===== config.mk =====
export PLATFORM = sky130hd
export DESIGN_NAME = ctst_timer
export DESIGN_NICKNAME = d
export VERILOG_FILES = /design/src/logic/ctst_pkg.sv /design/src/logic/ctst_timer.sv
export SDC_FILE = /design/constraint.sdc
export NUM_CORES = 1
export LEC_CHECK = 0
export BUFFER_PORTS_ARGS = -buffer_cell sky130_fd_sc_hd__buf_2
export CAP_MARGIN = 20
export CORE_UTILIZATION = 54
export DETAILED_ROUTE_END_ITERATION = 12
export GPL_TIMING_DRIVEN = 0
export PLACE_DENSITY_LB_ADDON = 0.25
export SYNTH_ARGS = -nofsm -noshare
export SYNTH_HDL_FRONTEND = slang
export SYNTH_SLANG_ARGS = --single-unit
export TNS_END_PERCENT = 30

===== constraint.sdc =====
create_clock -name clock_i -period 4.1 [get_ports clock_i]
set_input_delay 0.41 -clock clock_i [delete_from_list [all_inputs] [get_ports clock_i]]
set_output_delay 0.41 -clock clock_i [all_outputs]
set_load 0.01 [all_outputs]

===== src/logic/ctst_pkg.sv =====
// constants for the can time stamp timer block
package ctst_pkg;
   // ==========================================================
   // register map, byte addresses
   localparam logic [3:0] TIMER_OFFSET = 4'h0;
   localparam logic [3:0] CONTROL_OFFSET = 4'h4;
   localparam logic [3:0] IRQ_STATUS_OFFSET = 4'h8;
   localparam logic [3:0] IRQ_CLEAR_OFFSET = 4'hC;
   // second nibble, offset 0x10
   localparam logic [4:0] IRQ_ENABLE_OFFSET = 5'h10;
   // ==========================================================
   // field positions
   localparam int COUNT_LSB = 16;
   localparam int PRESCALE_LSB = 0;
   localparam int CAPTURE_BIT = 20;
   localparam int OVERFLOW_BIT = 2;
   // ==========================================================
   // reset value and the read value of unmapped addresses
   localparam logic [31:0] TIMER_RESET = 32'h0000_0000;
   localparam logic [31:0] READ_UNMAPPED = 32'h0000_0000;
endpackage : ctst_pkg


===== src/logic/ctst_timer.sv =====
// can time stamp timer with avalon-mm slave and overflow interrupt
module ctst_timer #(
   parameter int COUNT_W = 16,
   parameter int PRE_W = 16
) (
   // clock, reset, enable
   input wire logic clock_i,
   input wire logic rst_b_i,
   input wire logic clk_en_i,
   // avalon-mm slave
   input wire logic [4:0] address_i,
   input wire logic read_i,
   input wire logic write_i,
   input wire logic [31:0] writedata_i,
   input wire logic [3:0] byteenable_i,
   output logic [31:0] readdata_o,
   output logic waitrequest_o,
   // interrupt
   output logic irq_o
);
   // all state but the two reset release flops lives in one record: the comb block builds the next copy
   // and a single register stores it, so none of it escapes the clock enable
   // or the reset; the cost is that every field is reset, wanted or not
   typedef struct packed {
      logic [COUNT_W-1:0] count;
      logic [PRE_W-1:0] setting;
      logic [PRE_W-1:0] pre_cnt;
      logic capture;
      logic [31:0] status;
      logic [31:0] enable;
      logic [31:0] rdata;
      logic busy;
      logic irq;
   } ctst_state_t;

   // busy is up out of reset: waitrequest stays high until the block runs
   localparam ctst_state_t STATE_RESET = '{busy: 1'b1, default: '0};

   // select lines, one per register
   localparam int SEL_TIMER = 0;
   localparam int SEL_CONTROL = 1;
   localparam int SEL_STATUS = 2;
   localparam int SEL_CLEAR = 3;
   localparam int SEL_ENABLE = 4;

   ctst_state_t s_q;
   ctst_state_t s_d;
   logic rst_meta_q;
   logic rst_sync_q;

   // ==========================================================
   // reset release
   // the reset copy is left out of the clock enable so that a frozen
   // block still leaves and enters reset cleanly
   always_ff @(posedge clock_i or negedge rst_b_i)
   begin
      if (!rst_b_i)
      begin
         rst_meta_q <= 1'b0;
         rst_sync_q <= 1'b0;
      end
      else
      begin
         rst_meta_q <= 1'b1;
         rst_sync_q <= rst_meta_q;
      end
   end

   // byte-lane merge, used for every writable register
   function automatic logic [31:0] merge(input logic [31:0] old_v,
                                         input logic [31:0] new_v,
                                         input logic [3:0] be);
      logic [31:0] r;
      r = old_v;
      for (int i = 0; i < 4; i++)
      begin
         if (be[i])
         begin
            r[i*8 +: 8] = new_v[i*8 +: 8];
         end
      end
      return r;
   endfunction : merge

   // ==========================================================
   // register select, shared by the read and the write path
   function automatic logic [4:0] decode(input logic [4:0] addr);
      logic [4:0] sel;
      sel = 5'h00;
      // the upper address bit is decoded for every register, so the low four do not alias at 0x10-0x1C
      case (addr)
         {1'b0, ctst_pkg::TIMER_OFFSET}:
         begin
            sel[SEL_TIMER] = 1'b1;
         end
         {1'b0, ctst_pkg::CONTROL_OFFSET}:
         begin
            sel[SEL_CONTROL] = 1'b1;
         end
         {1'b0, ctst_pkg::IRQ_STATUS_OFFSET}:
         begin
            sel[SEL_STATUS] = 1'b1;
         end
         {1'b0, ctst_pkg::IRQ_CLEAR_OFFSET}:
         begin
            sel[SEL_CLEAR] = 1'b1;
         end
         ctst_pkg::IRQ_ENABLE_OFFSET:
         begin
            sel[SEL_ENABLE] = 1'b1;
         end
         default:
         begin
            sel = 5'h00;
         end
      endcase
      return sel;
   endfunction : decode

   // timer word as software sees it
   function automatic logic [31:0] pack_timer(input logic [COUNT_W-1:0] cnt,
                                              input logic [PRE_W-1:0] pre);
      logic [31:0] w;
      w = 32'h0000_0000;
      w[ctst_pkg::COUNT_LSB +: COUNT_W] = cnt;
      w[ctst_pkg::PRESCALE_LSB +: PRE_W] = pre;
      return w;
   endfunction : pack_timer

   // the period is the setting itself, zero taken as one, so that zero
   // steps every clock and all ones every 65535 clocks; a setting of one
   // therefore behaves like zero
   function automatic logic period_done(input logic [PRE_W-1:0] cnt,
                                        input logic [PRE_W-1:0] pre);
      logic [PRE_W:0] next_v;
      next_v = {1'b0, cnt} + {{PRE_W{1'b0}}, 1'b1};
      return next_v >= {1'b0, pre};
   endfunction : period_done

   // level interrupt, taken from the next state so irq_o is a flop
   function automatic logic irq_level(input logic [31:0] status,
                                      input logic [31:0] enable);
      return |(status & enable);
   endfunction : irq_level

   // ==========================================================
   // next state
   always_comb
   begin
      logic [31:0] timer_word;
      logic [31:0] tw;
      logic [31:0] ctl;
      logic [4:0] sel;
      logic tick;
      logic wrap;
      logic req;
      timer_word = pack_timer(s_q.count, s_q.setting);
      tw = 32'h0000_0000;
      ctl = 32'h0000_0000;
      sel = decode(address_i);
      tick = 1'b0;
      wrap = 1'b0;
      req = 1'b0;
      s_d = s_q;
      ctl[ctst_pkg::CAPTURE_BIT] = s_q.capture;

      // prescaler and count
      // with capture off neither counter moves, so a paused stamp resumes
      // exactly where it stopped
      if (s_q.capture)
      begin
         if (period_done(s_q.pre_cnt, s_q.setting))
         begin
            s_d.pre_cnt = '0;
            tick = 1'b1;
         end
         else
         begin
            s_d.pre_cnt = PRE_W'(s_q.pre_cnt + 1'b1);
         end
      end
      if (tick)
      begin
         s_d.count = COUNT_W'(s_q.count + 1'b1);
         wrap = &s_q.count;
      end

      // bus access
      // one wait cycle per access: busy drops in the cycle after the take,
      // and the next request is only looked at once busy is back up
      s_d.busy = 1'b1;
      req = (read_i || write_i) && s_q.busy;
      if (req && write_i)
      begin
         s_d.busy = 1'b0;
         if (sel[SEL_TIMER])
         begin
            tw = merge(timer_word, writedata_i, byteenable_i);
            s_d.count = tw[ctst_pkg::COUNT_LSB +: COUNT_W];
            s_d.setting = tw[ctst_pkg::PRESCALE_LSB +: PRE_W];
            s_d.pre_cnt = '0;
            // the written count replaces one that would have wrapped
            wrap = 1'b0;
         end
         if (sel[SEL_CONTROL])
         begin
            tw = merge(ctl, writedata_i, byteenable_i);
            s_d.capture = tw[ctst_pkg::CAPTURE_BIT];
         end
         if (sel[SEL_CLEAR])
         begin
            tw = merge(32'h0000_0000, writedata_i, byteenable_i);
            s_d.status = s_q.status & ~tw;
         end
         if (sel[SEL_ENABLE])
         begin
            // only the overflow source exists, other enables read zero
            tw = merge(s_q.enable, writedata_i, byteenable_i);
            s_d.enable = 32'h0000_0000;
            s_d.enable[ctst_pkg::OVERFLOW_BIT] =
               tw[ctst_pkg::OVERFLOW_BIT];
         end
      end
      if (req && read_i)
      begin
         s_d.busy = 1'b0;
         // the clear register and the holes read as zero
         s_d.rdata = ctst_pkg::READ_UNMAPPED;
         if (sel[SEL_TIMER])
         begin
            s_d.rdata = timer_word;
         end
         if (sel[SEL_CONTROL])
         begin
            s_d.rdata = ctl;
         end
         if (sel[SEL_STATUS])
         begin
            s_d.rdata = s_q.status;
         end
         if (sel[SEL_ENABLE])
         begin
            s_d.rdata = s_q.enable;
         end
      end

      // interrupt
      // set after clear so a same-cycle overflow is kept
      if (wrap)
      begin
         s_d.status[ctst_pkg::OVERFLOW_BIT] = 1'b1;
      end
      s_d.irq = irq_level(s_d.status, s_d.enable);
   end

   // ==========================================================
   // state register
   // clk_en_i low holds every field, bus answer included, so a request
   // that arrives while frozen is taken once the enable returns
   always_ff @(posedge clock_i or negedge rst_sync_q)
   begin
      if (!rst_sync_q)
      begin
         s_q <= STATE_RESET;
      end
      else if (clk_en_i)
      begin
         s_q <= s_d;
      end
   end

   assign readdata_o = s_q.rdata;
   assign waitrequest_o = s_q.busy;
   assign irq_o = s_q.irq;
endmodule : ctst_timer


==> metrics.md <==
| Metric | Value |
|---|---|
| Status | finished, final reports clean |
| Cell Chain, Critical Path | ha_1 -> nand3_1 -> nor3_4 -> nand3_1 -> xnor2_1 -> ha_1 -> nand3_1 -> o211ai_1 -> a311oi_1 -> o41ai_1 -> or3_1 -> inv_1 -> buf_2 -> a22o_1 |
| Worst skew pair latency | roughly 0.43 ns |
| Die span in x | 122 um |
| Synth Area in Compound Gates | 0.194 |
| Final setup viols | 0 |
| Switching Fraction | 0.239 |
| CTS root buffer | clkbuf_16 |
| Crit path capture type | flip-flop |
| Die area | approximately 15000 um^2 |
| Critical-path top delay cell | dfrtp_1 |
| Detailed placement HPWL | between 15000 and 20000 um |
| Post-Layout Cell Count | ~1200 |
| Htree depth | 4 |
| Sequential group share of total power | 0.445 |
| Combinational share of power | 0.091 |
| Post-Synth Adder-Cell Area | 0.0289 |
| Post-synthesis mux area share | 0.00818 |
| Syn nets | a little over 900 |
| DRC errors left | 0 |
| Tot GR Track Use | 0.301 |
| Hold Fails Final Rpt | 0 |
| Clock Path Buffers | 2 |
| Mean post-synth cell area | 9.02 um^2 |
| Most frequent cells in the layout | nand2_1 (161), dfrtp_1 (147), o21ai_0 (119) |
| Synth warn | 0 |
| Largest delay share family, worst path | simple AND/OR/NAND/NOR gates |
| Post-Syn Area | between 7000 and 8000 um^2 |
| DRT Pass-1 Iters | 6 |
| Worst-path fanout max | 10 |
| Startpoint type of the worst setup path | flip-flop |
| Hold Crit Class | input pin to flip-flop |
| Worst slew margin | 0.513 |
| Vias in the first global route | between 6000 and 7000 |
| Psw | about 0.85 mW |
| Reg clk slew, reported paths | about 0.06 ns |
| TritonCTS clock tree | yes |
| Io pins | 80 |
| Post-Route WL | approximately 21000 um |
| CTS Sinks | ~150 |
| Synthesis-stage register bit count | roughly 150 |
| Total Power | 3.57 mW |
| Bufs and invs on worst path | 2 |
| EDFF count, synth | 0 |
| Core Rows | 43 |
| Vias/cell | slightly below 6 |
| CP dominant cell by count | nand3_1 |
| Initial antenna violation count | 0 |
| Slew Viols, Final | 0 |
| RSZ-0062 raised after global routing | no |
| DRT antenna net count | 0 |
| Clock power frac | 0.464 |
| Fin crit share | 0.889 |
| Wirelength per Cell | approximately 18 um |
| Share of synthesized registers carrying an async set or reset | 1.00 |
| Setup_tns | 0 ns |
| Ys flop type | dfrtp_1 |
| Simple-gate share of the synthesized area | 0.201 |
| Worst vdd ir | ~270 uV |
| First-pass GRT wire length | around 33000 um |
| F_max | approximately 270 MHz |
| Placed cell areas | roughly 8500 um^2 |
| Die height | 122 um |
| P_int | 2.71 mW |
| Worst EP arrival | approximately 4.0 ns |
| DR iter-0 viols | approximately 600 |
| Post-synthesis sequential area ratio | 0.478 |
| Cts bufs inserted | 17 |
| ANT cells | 0 |
| Post-route cell area | 9100 um^2 |
| Core ar. | 14000 um^2 |
| Mapped Cells | around 860 |
| CP required | between 4 and 5 ns |
| Share of post-route cells with drive strength above 1 | 0.168 |
| Post-CTS Resized | 0 |
| Initial Util | 0.557 |
| Commonest non-fill, non-tap cell in the layout | nand2_1 |
| Pwr dens | between 300 and 400 nW/um^2 |
| Max cap viols | 0 |
| Highest cell delay on the worst timing path | 0.49 ns |
| Postcts setup bufs | 0 |
| RePlAce Congestion | 0.963 |
| Post-cts hold buffer count | 1 |
| Nets | around 1000 |
| IO buf count | 77 |
| Largest family of logic cells by synthesized area | simple AND/OR/NAND/NOR gates |
| XOR/XNOR share of the synthesized area | 0.0157 |
| Area growth syn-to-layout | 16.7% |
| DR vias | around 6800 |
| Leakage power | between 4 and 5 nW |
| Pin count of the biggest net entering global routing | 70 |
| Crit path time final | roughly 3.6 ns |
| Grt total ovfl | 0 |
| Layout Skew | roughly 0.0071 ns |
| Dpl cells | about 1100 |
| Distinct cells, synth | 61 |
| Slew @ Worst Pin | 0.725 ns |
| Critical path class | flip-flop to flip-flop |
metrics by stage:
step	setup WS (ns)	hold WS (ns)	utilization
floorplan	0.963	0.114	-
global placement	0.532	0.195	0.601
detailed placement	0.502	0.198	0.605
CTS	0.445	0.199	0.651
global route	0.168	0.206	0.651
finish	0.455	0.210	0.651
kinds of logic after synthesis:
group           count (synthesis)
compound gates                242
buf+inv                       112
fa+ha+maj                      18
simple gates                  322
mux                             6
xor+xnor                       14
other cells                     1
flops                         149
area by class of cell:
type | instances | area [um^2]
fillers | 1207 | 4890
flip-flops and latches | 149 | 3730
multi-input cells | 603 | 3500
clock buffers | 22 | 474
plain buffers | 86 | 473
repair buffers | 80 | 450
well taps | 180 | 225
clock inverters | 8 | 149
inverters | 26 | 97.6
worst paths after layout:
check / from / to / slack (ns) / depth (start not counted)
worst max-delay path: s_q[99] / s_q[109] / 0.46 / 14
worst min-delay path: writedata_i[3] / s_q[69] / 0.21 / 2
worst max register to register: s_q[99] / s_q[109] / 0.46 / 14
worst min register to register: rst_sync_q / readdata_o[4] / 0.24 / 0
max in group asynchronous: rst_sync_q / waitrequest_o / 2.85 / 2
min in group asynchronous: rst_sync_q / readdata_o[4] / 0.24 / 0
per-layer routing:
| metal | up-vias | share of wire | GRT usage |
|---|---|---|---|
| met3 | 55 | 0.090 | 0.0482 |
| met2 | 347 | 0.44 | 0.445 |
| met4 | 0 | 0.032 | 0.133 |
| li1 | 3241 | - | - |
| met1 | 3197 | 0.44 | 0.436 |
| met5 | - | 0 | 0 |
power by group through the flow:
stage	Clock [mW]	Sequential [mW]	Combinational, mW
6_report	1.65	1.59	0.325
5_1_grt	1.73	1.60	0.366
4_1_cts	1.66	1.59	0.325
3_5_place_dp	0	1.61	0.320
3_3_place_gp	0	1.63	0.283
2_1_floorplan	0	1.61	0.177
registers in the layout, summed over array words and instances, names as in the netlist:
signal         count
s_q              113
readdata_o        32
irq_o              1
rst_meta_q         1
rst_sync_q         1
waitrequest_o      1
Yosys cell counts, types with 13 or more instances:
master / number / area (um^2)
a21boi_0: 28 / 210
a21oi_1: 13 / 65.1
a22o_1: 15 / 131
a31oi_1: 17 / 106
and2_1: 34 / 213
and3_1: 15 / 93.8
buf_4: 32 / 240
clkbuf_1: 38 / 143
dfrtp_1: 148 / 3700
ha_1: 18 / 225
inv_1: 26 / 97.6
nand2_1: 161 / 604
nand3_1: 36 / 180
nand4_1: 20 / 125
nor2_1: 15 / 56.3
o21ai_0: 119 / 596
No activity file was read; power rests on OpenSTA's default activity.
